File: src/lsc_pkg.sv
// shared constants for the led sink power and fault control block
package lsc_pkg;
  localparam int          NUM_CH          = 48;
  localparam int          NUM_GROUPS      = 12;
  localparam int          CH_PER_GROUP    = NUM_CH / NUM_GROUPS;
  localparam int          GS_W            = 16;
  localparam int          FC2_W           = 8;
  localparam int          FC2_PSAVE_BIT   = 5;
  localparam logic [7:0]  FC2_RESET       = 8'h00;
  localparam int          THR_W           = 2;
  localparam logic [1:0]  THR_RESET       = 2'h0;
  // grayscale clock rate and stagger delay between groups
  localparam int          CLK_MHZ         = 125;
  localparam int          GROUP_DELAY_NS  = 16;
  localparam int          GROUP_DELAY_CYC =
    (GROUP_DELAY_NS * CLK_MHZ + 999) / 1000 < 1 ? 1 :
    (GROUP_DELAY_NS * CLK_MHZ + 999) / 1000;
  localparam int          STG_W           = 4;
  localparam logic [3:0]  STG_DONE        = 4'hc;
  localparam logic [3:0]  STG_ZERO        = 4'h0;
  typedef enum logic [0:0] {LSC_NORMAL, LSC_SAVE} lsc_mode_t;
endpackage

File: src/lsc_sync2.sv
// two flip-flop synchroniser for a bus of asynchronous levels
`timescale 1ns/1ps
module lsc_sync2 #(
  parameter int W = 1
) (
  input  wire logic         clk_i,
  input  wire logic         rst_i,
  input  wire logic [W-1:0] d_i,
  output logic      [W-1:0] q_o
);
  logic [W-1:0] meta;

  always_ff @(posedge clk_i) begin
    if (rst_i) begin
      meta <= '0;
      q_o  <= '0;
    end else begin
      meta <= d_i;
      q_o  <= meta;
    end
  end
endmodule

File: src/lsc_top.sv
// control logic of a multiplexed constant-current led sink driver
// Notes on behaviour
// - open flag is 1 when output voltage below selected threshold, else 0.
// - open flag valid only during channel on period; off channels report 0.
// - power save allowed only when second control bit 5 set; resets 0.
// - enter power save at frame sync if next frame data all zero.
// - leave power save on any non-zero grayscale data input.
// - in power save, sink outputs and open detection are disabled.
// - 48 channels in 12 groups switch on one after another, delayed.
// - pre-charge pull-up on only during common line switching interval.
// - over-temperature forces all outputs off until indication clears.
// - reference short turns all outputs off until voltage recovers.
// - frame sync displays just-written bank and swaps the two banks.
`timescale 1ns/1ps
module lsc_top (
  input  wire logic                    CLK_I,
  input  wire logic                    RST_I,
  input  wire logic                    FC2_WR_I,
  input  wire logic [7:0]              FC2_DATA_I,
  input  wire logic                    THR_WR_I,
  input  wire logic [1:0]              THR_DATA_I,
  input  wire logic                    GS_VALID_I,
  input  wire logic [15:0]             GS_DATA_I,
  input  wire logic                    FRAME_SYNC_I,
  input  wire logic                    SEG_START_I,
  input  wire logic                    LINE_SWITCH_I,
  input  wire logic [47:0]             CH_PWM_ON_I,
  input  wire logic [47:0]             OPEN_CMP_I,
  input  wire logic                    THERMAL_CUTOFF_I,
  input  wire logic                    REFERENCE_SHORT_GUARD_I,
  output logic      [47:0]             SINK_OUTPUT_EN_O,
  output logic      [47:0]             OPEN_LED_FLAG_O,
  output logic                         POWER_SAVE_STATE_O,
  output logic                         PRECHARGE_EN_O,
  output logic                         DISPLAY_BANK_O,
  output logic      [7:0]              FUNCTION_CONTROL_SECOND_O,
  output logic      [1:0]              OPEN_DETECT_THRESHOLD_SEL_O
);
  localparam int CNT_W = 8;
  localparam logic [CNT_W-1:0] DLY_LAST =
    CNT_W'(lsc_pkg::GROUP_DELAY_CYC - 1);

  // configuration registers
  logic [7:0]             function_control_second;
  logic [1:0]             open_detect_threshold_sel;
  // synchronised analog indications
  logic [47:0]            open_cmp_s;
  logic [1:0]             fault_s;
  // power save and frame tracking
  lsc_pkg::lsc_mode_t     mode;
  logic                   frame_all_zero;
  logic                   display_bank;
  // stagger
  logic [3:0]             stage;
  logic [CNT_W-1:0]       dly_cnt;

  wire power_save_enable = function_control_second[lsc_pkg::FC2_PSAVE_BIT];
  wire gs_nonzero        = GS_VALID_I && (GS_DATA_I != 16'h0000);
  wire fault_off         = fault_s[0] | fault_s[1];
  wire in_save           = (mode == lsc_pkg::LSC_SAVE);
  wire stage_done        = (stage == lsc_pkg::STG_DONE);
  wire stage_step        = !stage_done && (dly_cnt == DLY_LAST);

  lsc_sync2 #(.W(48)) u_open_sync (
    .clk_i (CLK_I),
    .rst_i (RST_I),
    .d_i   (OPEN_CMP_I),
    .q_o   (open_cmp_s)
  );
  lsc_sync2 #(.W(2)) u_fault_sync (
    .clk_i (CLK_I),
    .rst_i (RST_I),
    .d_i   ({REFERENCE_SHORT_GUARD_I, THERMAL_CUTOFF_I}),
    .q_o   (fault_s)
  );

  // second control register resets to zero
  always_ff @(posedge CLK_I) begin
    if (RST_I) begin
      function_control_second   <= lsc_pkg::FC2_RESET;
      open_detect_threshold_sel <= lsc_pkg::THR_RESET;
    end else begin
      if (FC2_WR_I) function_control_second <= FC2_DATA_I;
      if (THR_WR_I) open_detect_threshold_sel <= THR_DATA_I;
    end
  end

  // zero tracking of grayscale data for next frame
  wire next_frame_all_zero = FRAME_SYNC_I ? !gs_nonzero :
                             (frame_all_zero && !gs_nonzero);

  // enter at frame sync; leave on non-zero data
  lsc_pkg::lsc_mode_t next_mode;
  always_comb begin
    next_mode = mode;
    unique case (mode)
      lsc_pkg::LSC_NORMAL:
        if (FRAME_SYNC_I && power_save_enable && frame_all_zero &&
            !gs_nonzero) begin
          next_mode = lsc_pkg::LSC_SAVE;
        end
      lsc_pkg::LSC_SAVE:
        if (gs_nonzero || !power_save_enable) begin
          next_mode = lsc_pkg::LSC_NORMAL;
        end
    endcase
  end

  always_ff @(posedge CLK_I) begin
    if (RST_I) begin
      mode           <= lsc_pkg::LSC_NORMAL;
      frame_all_zero <= 1'b1;
      display_bank   <= 1'b0;
    end else begin
      mode           <= next_mode;
      frame_all_zero <= next_frame_all_zero;
      if (FRAME_SYNC_I) display_bank <= ~display_bank;
    end
  end

  // group stagger restarts at each segment start
  always_ff @(posedge CLK_I) begin
    if (RST_I) begin
      stage   <= lsc_pkg::STG_ZERO;
      dly_cnt <= '0;
    end else if (SEG_START_I) begin
      stage   <= 4'h1;
      dly_cnt <= '0;
    end else if (stage_step) begin
      stage   <= stage + 4'h1;
      dly_cnt <= '0;
    end else if (!stage_done && stage != lsc_pkg::STG_ZERO) begin
      dly_cnt <= dly_cnt + CNT_W'(1);
    end
  end

  logic [47:0] group_allow;
  always_comb begin
    group_allow = '0;
    for (int g = 0; g < lsc_pkg::NUM_GROUPS; g++) begin
      for (int c = 0; c < lsc_pkg::CH_PER_GROUP; c++) begin
        group_allow[g*lsc_pkg::CH_PER_GROUP + c] = (stage > 4'(g));
      end
    end
  end

  wire         outputs_ok = !in_save && !fault_off;
  wire [47:0]  next_sink  = outputs_ok ? (CH_PWM_ON_I & group_allow) : '0;
  // flags only for channels driven on
  wire [47:0]  next_flag  = outputs_ok ? (open_cmp_s & SINK_OUTPUT_EN_O) : '0;

  always_ff @(posedge CLK_I) begin
    if (RST_I) begin
      SINK_OUTPUT_EN_O            <= '0;
      OPEN_LED_FLAG_O             <= '0;
      POWER_SAVE_STATE_O          <= 1'b0;
      PRECHARGE_EN_O              <= 1'b0;
      DISPLAY_BANK_O              <= 1'b0;
      FUNCTION_CONTROL_SECOND_O   <= lsc_pkg::FC2_RESET;
      OPEN_DETECT_THRESHOLD_SEL_O <= lsc_pkg::THR_RESET;
    end else begin
      SINK_OUTPUT_EN_O            <= next_sink;
      OPEN_LED_FLAG_O             <= next_flag;
      POWER_SAVE_STATE_O          <= in_save;
      PRECHARGE_EN_O              <= LINE_SWITCH_I;
      DISPLAY_BANK_O              <= display_bank;
      FUNCTION_CONTROL_SECOND_O   <= function_control_second;
      OPEN_DETECT_THRESHOLD_SEL_O <= open_detect_threshold_sel;
    end
  end
endmodule

File: config.mk
export PLATFORM = sky130hd
export DESIGN_NAME = lsc_top
export DESIGN_NICKNAME = d
export VERILOG_FILES = /design/src/lsc_pkg.sv /design/src/lsc_sync2.sv /design/src/lsc_top.sv
export SDC_FILE = /design/constraint.sdc
export NUM_CORES = 1
export LEC_CHECK = 0
export BUFFER_PORTS_ARGS = -buffer_cell sky130_fd_sc_hd__buf_2
export CAP_MARGIN = 20
export CORE_ASPECT_RATIO = 1.2
export CORE_MARGIN = 2
export CORE_UTILIZATION = 45
export CTS_BUF_LIST = sky130_fd_sc_hd__clkbuf_4
export CTS_CLUSTER_SIZE = 14
export DETAILED_ROUTE_END_ITERATION = 10
export PLACE_DENSITY_LB_ADDON = 0.3
export SLEW_MARGIN = 20
export SYNTH_ARGS = -nofsm -noshare
export SYNTH_HDL_FRONTEND = slang
export SYNTH_HIERARCHICAL = 1
export SYNTH_SLANG_ARGS = --single-unit
File: constraint.sdc
create_clock -name CLK_I -period 1.9 [get_ports CLK_I]
set_input_delay 0.38 -clock CLK_I [delete_from_list [all_inputs] [get_ports CLK_I]]
set_output_delay 0.38 -clock CLK_I [all_outputs]
set_load 0.05 [all_outputs]
==> results of run 1 <==
repair_timing:
item                                    CTS  global route
hold endpoints to repair                115             0
endpoints found under the setup margin    0             0
hold buffers                            113             0
layout make-up:
type | count | area [um2]
multi-input combinational | 314 | 2050
inverter | 13 | 48.8
fill | 1128 | 4830
clock inverter | 22 | 143
antenna | 4 | 10.0
sequential | 234 | 4680
clock buffer | 80 | 601
tap | 204 | 255
timing repair buffer | 360 | 2400
cells by family (layout without fill, tap and decap cells):
| family | count (synthesis) | count (layout) |
|---|---|---|
| DFF | 234 | 234 |
| and+or+nand+nor | 265 | 265 |
| adders and majority gates | 6 | 6 |
| buffers and inverters | 37 | 475 |
| other | 0 | 4 |
| xor gates and xnor gates | 12 | 12 |
| AOI/OAI and AO/OA | 20 | 20 |
| muxes | 11 | 11 |
metrics by stage:
stage                      util  cells  setup slack (ns)  hold slack (ns)  instance area (um2)
after floorplan               -    585             0.426            0.414                 6930
after global placement    0.553   1012             0.306            0.417                 8310
after detailed placement  0.553   1012             0.224            0.420                 8310
after CTS                 0.678   1227             0.185           0.0547                10200
after global routing      0.679   1230            0.0250           0.0869                10200
final                     0.679   1231             0.185            0.108                10200
sequential cells by signal, summed over array words and instances (netlist names):
name	flops
DISPLAY_BANK_O	1
FUNCTION_CONTROL_SECOND_O	8
OPEN_DETECT_THRESHOLD_SEL_O	2
OPEN_LED_FLAG_O	48
POWER_SAVE_STATE_O	1
PRECHARGE_EN_O	1
SINK_OUTPUT_EN_O	48
display_bank	1
dly_cnt	8
frame_all_zero	1
function_control_second	8
in_save	1
open_detect_threshold_sel	2
stage	4
u_fault_sync/meta	2
u_fault_sync/q_o	2
u_open_sync/meta	48
u_open_sync/q_o	48
critical path, delay by kind of cell, from the launching register on:
family        cells  cell delay (ns)
fa+ha+maj         1             0.19
flops             1             0.44
simple gates      4             0.97
cells in the mapped netlist (6+ instances only):
master,n
ha_1,6
xnor2_1,12
inv_1,13
dfxtp_1,234
clkbuf_1,8
nor2b_1,113
mux2i_1,11
buf_2,9
and3_1,57
nor2_2,7
nor2_1,24
and2_1,36
a21oi_1,8
routing by layer:
layer  GRT usage  wire length, um
met5           0                0
met4       0.119              644
met3      0.0610              931
met2       0.392             9470
met1       0.204             6340
power breakdown:
group | internal [mW] | leakage, nW | switching, mW
Clock | 2.22 | 0.444 | 1.86
Combinational | 0.374 | 2.62 | 0.302
Sequential | 5.04 | 1.91 | 0.0437
Total | 7.64 | 4.98 | 2.21
final timing paths:
kind                                   startpoint                              to  slack [ns]  cells past startpoint
hold reg to reg   u_open_sync/meta[31]$_SDFF_PP0_  u_open_sync/q_o[31]$_SDFF_PP0_        0.43                      1
setup reg to reg          dly_cnt[0]$_SDFFE_PP0P_         dly_cnt[0]$_SDFFE_PP0P_        0.18                      5
hold / removal                         GS_VALID_I       frame_all_zero$_SDFF_PP1_        0.11                      4
setup / recovery          dly_cnt[0]$_SDFFE_PP0P_         dly_cnt[0]$_SDFFE_PP0P_        0.18                      5
==> flow_metrics.tcl, run 1 <==
set metrics [dict create \
    synthCells 585 \
    power_mw 9.85 \
    synth_top_area_cell "dfxtp_1" \
    rsz0062_at_grt "no" \
    clkTransAtPathRegs_ns 0.07 \
    wl_per_cell_um 14.1 \
    antenna_found_initial 3 \
    cp_cell_sequence "ha_1, nor4b_2, nand3_1, nand2_1, nor2_1" \
    fmax_mhz 583 \
    yosysWarnings 6 \
    gr-total-overflow 0 \
    syn_area_um2 6930 \
    min_period_ns 1.72 \
    drv_cap 0 \
    synth_fa_ha_area_frac 0.0108 \
    io_buffers 240 \
    skew_ns 0.0169 \
    peakVddDrop_mv 0.760 \
    leakagePower_nw 4.98 \
    worstHoldPathType "in -> reg" \
    drive_gt1_frac 0.343 \
    fp.coreArea_um2 15000 \
    grt_pass1_wl_mm 27.2 \
    synth_compound_area_frac 0.0204 \
    hold_viol_final 0 \
    vias_per_cell 4.45 \
    htreeDepth 2 \
    post-route-period-util 0.903 \
    critPathRequiredTime_ns 2.41 \
    drt_wl_total_mm 17.4 \
    first_global_vias 5952 \
    cp-end-kind "flip-flop" \
    area_growth_pct 47.1 \
    ant_nets 0 \
    synth_top_family_by_area "simple AND/OR/NAND/NOR gates" \
    ios 241 \
    place_congestion 0.826 \
    critical_path_class "reg -> reg" \
    dr_total_vias 5476 \
    yosysTopAreaCellShare 0.676 \
    cts_tree "built" \
    postCtsSetupBuffers 0 \
    nNetsFinal 1117 \
    ys_ff_latch 234 \
    path_max_fanout 8 \
    die_h_um 140 \
    synthFlopType "dfxtp_1" \
    fin_setup_tns_ns 0 \
    status "finished clean" \
    cts.path.max_buffers 3 \
    p_per_area_nw_per_um2 966 \
    ys_top_cells_by_area "dfxtp_1 68%, nor2b_1 10%, and3_1 5.1%" \
    die_w_um 117 \
    cpPeakStageDelay_ns 0.44 \
    final-setup-viol-count 0 \
    slew_headroom 0.627 \
    synth_edf_count 0 \
    async_reset_ff_frac 0 \
    worstMarginPinSlew_ns 0.555 \
    crit_slowest_cell "dfxtp_1" \
    syn-mean-instance-area_um2 11.8 \
    grt_max_degree 100 \
    layout_commonest_cell "buf_2" \
    track_usage 0.212 \
    cts_resized 0 \
    clk_latency_ns 0.64 \
    ys_types 34 \
    die_area_um2 16400 \
    cts_root_buffer "clkbuf_4" \
    syn-num-nets 723 \
    drtIter0Drc 208 \
    yosys-mux-area-fraction 0.0159 \
    layout_common_cells "239 x buf_2, 234 x dfxtp_1, 113 x nor2b_1, 113 x dlygate4sd3_1, 80 x clkbuf_4" \
    startpoint_type "flip-flop" \
    start_util 0.461 \
    synthXorXnorAreaFrac 0.0152 \
    seq_area_frac_synth 0.676 \
    drc 0 \
    synth_simple_gate_area_share 0.234 \
    clock-sinks 234 \
    drt_first_pass_iters 5 \
    hpwlAfterDp_mm 10.9 \
    placementRows 49 \
    cp.arrival_ns 2.22 \
    drv_slew 0 \
    cts_buffers 56 \
]
(Power assumes the default switching activity.)
==> inputs of run 2 (changes only) <==
--- a/config.mk
+++ b/config.mk
@@ -5,8 +5,9 @@
 export SDC_FILE = /design/constraint.sdc
 export NUM_CORES = 1
 export LEC_CHECK = 0
+export ABC_CLOCK_PERIOD_IN_PS = 1800
 export BUFFER_PORTS_ARGS = -buffer_cell sky130_fd_sc_hd__buf_2
-export CAP_MARGIN = 20
+export CAP_MARGIN = 0
 export CORE_ASPECT_RATIO = 1.2
 export CORE_MARGIN = 2
 export CORE_UTILIZATION = 45
==> constraint.sdc (replaced) <==
create_clock -name CLK_I -period 1.8 [get_ports CLK_I]
set_input_delay 0.36 -clock CLK_I [delete_from_list [all_inputs] [get_ports CLK_I]]
set_output_delay 0.36 -clock CLK_I [all_outputs]
set_load 0.05 [all_outputs]
==> flow_metrics.tcl, run 2 (synthesized netlist as in run 1, its figures left out) <==
set metrics [dict create \
    drt_first_pass_iters 4 \
    final_util 0.675 \
    grtUsageMet1 0.202 \
    leakagePower_nw 4.93 \
    ios 241 \
    gr-total-overflow 0 \
    pre_cts_ws_ns 0.127 \
    dpl.cell_count 1013 \
    skew_ns 0.0217 \
    hold_viol_final 0 \
    startpoint_type "flip-flop" \
    fmax_mhz 613 \
    cp.arrival_ns 1.27 \
    cp_num_buf_inv 1 \
    cp_top_family "flip-flops" \
    die_w_um 117 \
    cpPeakStageDelay_ns 0.35 \
    drv_cap 0 \
    fin_setup_tns_ns 0 \
    crit_slowest_cell "dfxtp_1" \
    htreeDepth 2 \
    area_growth_pct 46.3 \
    grt_max_degree 105 \
    nNetsFinal 1118 \
    io_buffers 240 \
    grt.met2_usage 0.397 \
    cts.path.max_buffers 3 \
    vias_per_cell 4.43 \
    multi_input_area_um2 2060 \
    first_global_vias 5830 \
    path_max_fanout 2 \
    die_area_um2 16400 \
    drtIter0Drc 266 \
    track_usage 0.211 \
    worst_slack_ns 0.169 \
    layout_common_cells "239 x buf_2, 232 x dfxtp_1, 113 x nor2b_1, 113 x dlygate4sd3_1, 78 x clkbuf_4" \
    critical_path_class "reg -> out" \
    grt.busiest_layer "met2" \
    fin_cells 1225 \
    ant_nets 0 \
    dr_total_vias 5421 \
    hpwlAfterDp_mm 10.9 \
    postCtsSetupBuffers 0 \
    antenna_found_initial 3 \
    rsz0062_at_grt "no" \
    fp.coreArea_um2 15000 \
    post-route-period-util 0.906 \
    worstMarginPinSlew_ns 0.532 \
    use_met3 0.0610 \
    n_fill_cell 1091 \
    place_congestion 0.836 \
    regArea_um2 4690 \
    layout_commonest_cell "buf_2" \
    cts_buffers 56 \
    cp_cell_sequence "buf_2" \
    power_mw 10.0 \
    drc 0 \
    final-setup-viol-count 0 \
    die_h_um 140 \
    p_per_area_nw_per_um2 989 \
    clk_latency_ns 0.64 \
    worstHoldPathType "in -> reg" \
    drt_wl_total_mm 17.5 \
    clkTransAtPathRegs_ns 0.07 \
    placementRows 49 \
    grt_pass1_wl_mm 27.1 \
    status "finished clean" \
    cp-end-kind "output port" \
    cts_tree "built" \
    peakVddDrop_mv 0.582 \
    cts_root_buffer "clkbuf_4" \
    drv_slew 0 \
    clock-sinks 234 \
    drive_gt1_frac 0.344 \
    wl_per_cell_um 14.3 \
    start_util 0.461 \
    min_period_ns 1.63 \
    slew_headroom 0.643 \
    critPathRequiredTime_ns 1.44 \
]
==> run 2: cell types whose count changed in the layout (fill, tap and decap cells not counted), moves of 2 or more <==
cell       delta
dfxtp_2       +2
dfxtp_1       -2
bufinv_16     -2
clkbuf_4      -2
clkinv_2      -3
==> run 2: layout make-up <==
class	count	area share
Sequential cell	234	0.462
Timing Repair Buffer	361	0.239
Clock inverter	18	0.00740
Clock buffer	78	0.0577
Multi-Input combinational cell	314	0.203
Tap cell	204	0.0252
Inverter	13	0.00481
Antenna cell	3	0.000740
==> run 2: per-stage QoR <==
stage	cell area, um2	hold slack (ns)
2_1_floorplan	6930	0.414
3_3_place_gp	8330	0.416
3_5_place_dp	8330	0.420
4_1_cts	10100	0.0699
5_1_grt	10100	0.115
6_report	10100	0.119
==> run 2: worst reg2reg max path, stage by stage (launching register included) <==
cell and delay [ns]:
dfxtp_1 0.61, xnor2_1 0.28, a211oi_1 0.39, xnor2_1 0.17
nor2_1 0.05
==> run 2: power by group <==
group          internal (mW)  leakage (nW)  total (mW)  switching (mW)
Clock                   1.99         0.393        3.93            1.94
Sequential              5.32          1.91        5.37          0.0473
Combinational          0.403          2.63       0.725           0.323
Total                   7.72          4.93        10.0            2.31
==> run 2: path summary, 6_finish.rpt <==
check,from,endpoint,slack [ns],cells after the start
max,SINK_OUTPUT_EN_O[38]$_SDFF_PP0_,SINK_OUTPUT_EN_O[38],0.17,1
max reg2reg,stage[3]$_SDFFE_PP0P_,dly_cnt[6]$_SDFFE_PP0P_,0.19,4
min,GS_VALID_I,frame_all_zero$_SDFF_PP1_,0.12,4
min reg2reg,u_open_sync/meta[8]$_SDFF_PP0_,u_open_sync/q_o[8]$_SDFF_PP0_,0.41,1
==> run 2: metal layers <==
layer,share of wire,routed length (um)
met5,0,0
met4,0.039,677
met3,0.053,933
met2,0.55,9590
met1,0.36,6310
==> run 2: what timing repair did <==
action	CTS	global route
gates resized for setup	0	5
endpoints found under the setup margin	0	16
hold buffers	113	0
hold endpoints to repair	114	0
==> inputs of run 3 (changes only) <==
--- a/config.mk
+++ b/config.mk
@@ -5,6 +5,7 @@
 export SDC_FILE = /design/constraint.sdc
 export NUM_CORES = 1
 export LEC_CHECK = 0
+export ABC_AREA = 1
 export ABC_CLOCK_PERIOD_IN_PS = 1800
 export BUFFER_PORTS_ARGS = -buffer_cell sky130_fd_sc_hd__buf_2
 export CAP_MARGIN = 0
==> flow_metrics.tcl, run 3 <==
set metrics [dict create \
    status "finished clean" \
    yosys-top-cells-count "234 x dfxtp_1, 231 x nor2_1, 149 x inv_1" \
    power_mw 10.2 \
    synth_simple_gate_area_share 0.211 \
    cp_top_family "flip-flops" \
    grt_pass1_wl_mm 27.6 \
    critPathRequiredTime_ns 1.44 \
    cp_num_buf_inv 1 \
    drv_cap 0 \
    clkTransAtPathRegs_ns 0.07 \
    synth_top_area_cell "dfxtp_1" \
    cts_root_buffer "clkbuf_4" \
    dr_total_vias 6232 \
    grt.busiest_layer "met2" \
    gr-total-overflow 0 \
    io_buffers 240 \
    crit_slowest_cell "dfxtp_1" \
    seq_area_frac_synth 0.639 \
    synth_compound_area_frac 0.0312 \
    ys_ff_latch 234 \
    rsz0062_at_grt "no" \
    fp.coreArea_um2 16100 \
    path_max_fanout 2 \
    htreeDepth 2 \
    die_w_um 120 \
    leakagePower_nw 5.24 \
    fmax_mhz 608 \
    synth_fa_ha_area_frac 0.0102 \
    place_congestion 0.814 \
    peakVddDrop_mv 0.599 \
    use_met3 0.0560 \
    grt.met2_usage 0.371 \
    async_reset_ff_frac 0 \
    startpoint_type "flip-flop" \
    nNetsFinal 1367 \
    synthCells 834 \
    post-route-period-util 0.913 \
    vias_per_cell 4.23 \
    p_per_area_nw_per_um2 968 \
    fin_setup_tns_ns 0 \
    yosys-mux-area-fraction 0 \
    worstHoldPathType "in -> reg" \
    r2r_start "stage[0]$_SDFFE_PP0P_" \
    synth_most_common_cell "dfxtp_1" \
    clock-sinks 234 \
    drv_slew 0 \
    syn-num-nets 972 \
    cts_buffers 54 \
    crit_start "SINK_OUTPUT_EN_O[19]$_SDFF_PP0_" \
    slew_headroom 0.587 \
    yosysTopAreaCellShare 0.639 \
    track_usage 0.199 \
    wl_per_cell_um 11.9 \
    drtIter0Drc 281 \
    die_h_um 144 \
    ios 241 \
    cp-end-kind "output port" \
    critical_path_class "reg -> out" \
    postCtsSetupBuffers 0 \
    yosysWarnings 6 \
    first_global_vias 6198 \
    skew_ns 0.0530 \
    die_area_um2 17300 \
    drc 0 \
    synth_edf_count 0 \
    final-setup-viol-count 0 \
    cp_cell_sequence "buf_2" \
    clk_latency_ns 0.64 \
    grt_max_degree 115 \
    hold_viol_final 0 \
    cts.path.max_buffers 3 \
    worstMarginPinSlew_ns 0.613 \
    synth_top_family_by_area "simple AND/OR/NAND/NOR gates" \
    ant_nets 0 \
    placementRows 51 \
    layout_common_cells "239 x buf_2, 233 x dfxtp_1, 231 x nor2_1, 149 x inv_1, 115 x dlygate4sd3_1" \
    min_period_ns 1.64 \
    cp.arrival_ns 1.28 \
    cts_tree "built" \
    cpPeakStageDelay_ns 0.35 \
    syn-mean-instance-area_um2 8.79 \
    drt_first_pass_iters 4 \
    min_from "RST_I" \
    synthFlopType "dfxtp_1" \
    grtUsageMet1 0.203 \
    layout_commonest_cell "buf_2" \
    ys_types 31 \
    drive_gt1_frac 0.288 \
    drt_wl_total_mm 17.5 \
    hpwlAfterDp_mm 11.0 \
    ys_top_cells_by_area "dfxtp_1 64%, nor2_1 12%, inv_1 7.6%" \
    area_growth_pct 43.5 \
    synthXorXnorAreaFrac 0.00478 \
    syn_area_um2 7330 \
    start_util 0.456 \
    antenna_found_initial 2 \
]
-- run 3: changes by cell type after synthesis, sizes merged, moves of 5 or more --
cell,change
nor2,+210
inv,+140
nand2,+114
nor2b,-113
and3,-57
and2,-36
o21ai,+16
mux2i,-11
xnor2,-11
a21oi,+7
buf,+6
nand4,-5
nor4,-5
-- run 3: power by group --
| part | switching, mW | total, mW | internal [mW] | leakage [nW] |
|---|---|---|---|---|
| logic | 0.419 | 0.806 | 0.387 | 2.94 |
| clock network | 1.87 | 4.00 | 2.13 | 0.387 |
| registers | 0.0463 | 5.37 | 5.33 | 1.91 |
| total | 2.34 | 10.2 | 7.84 | 5.24 |
-- run 3: metal layers --
| layer | vias to the layer above | wire (um) |
|---|---|---|
| met5 | - | 0 |
| met4 | 0 | 541 |
| met3 | 41 | 1050 |
| met2 | 191 | 9080 |
| met1 | 2767 | 6840 |
| li1 | 3233 | - |
-- run 3: area by class of cell --
| type | instances | area, um2 |
|---|---|---|
| Sequential cell | 234 | 4690 |
| Timing Repair Buffer | 365 | 2440 |
| Fill cell | 1300 | 5560 |
| Clock buffer | 79 | 593 |
| Clock inverter | 9 | 67.6 |
| Multi-Input combinational cell | 421 | 1880 |
| Tap cell | 212 | 265 |
| Antenna cell | 2 | 5.00 |
| Inverter | 153 | 577 |
-- run 3: path summary, 6_finish.rpt --
check                                                      end  slack (ns)  depth (start not counted)
worst min register to register  u_open_sync/q_o[21]$_SDFF_PP0_        0.39                          2
worst max-delay path                      SINK_OUTPUT_EN_O[19]        0.16                          1
worst min-delay path                     stage[1]$_SDFFE_PP0P_        0.07                          4
worst max register to register         dly_cnt[7]$_SDFFE_PP0P_        0.21                         10
-- run 3: metrics by stage --
stage / instance area [um2] / hold WS (ns) / setup WS, ns / instances / utilization
finish: 10500 / 0.0716 / 0.157 / 1475 / 0.654
global route: 10500 / 0.0358 / 0.0459 / 1475 / 0.654
CTS: 10500 / 0.00210 / 0.104 / 1473 / 0.654
detailed placement: 8700 / 0.392 / 0.164 / 1270 / 0.541
global placement: 8700 / 0.389 / 0.209 / 1270 / 0.541
floorplan: 7330 / 0.388 / 0.287 / 834 / -
-- run 3: worst reg2reg max path: stages (launching register included) --
cell     delay [ns]
dfxtp_2        0.39
inv_1          0.07
ha_1           0.26
inv_1          0.09
nor2_1         0.05
nor2_1         0.16
nand2_2        0.12
nand2_2        0.19
inv_1          0.07
nand2_1        0.06
nor2_1         0.04
-- run 3: cells by family (layout without fill, tap and decap cells) --
family,Yosys count,count (layout)
buffers and inverters,179,606
other,0,2
XOR/XNOR,4,4
AO/OA/AOI/OAI,39,39
AND/OR/NAND/NOR,372,372
adder cells (fa/ha/maj),6,6
flip-flops,234,234
-- run 3: timing repair --
| action | in CTS | in global routing |
|---|---|---|
| resized for setup | 0 | 1 |
| endpoints found under the hold margin | 114 | 0 |
| endpoints found under the setup margin | 0 | 1 |
| hold buffers | 115 | 0 |
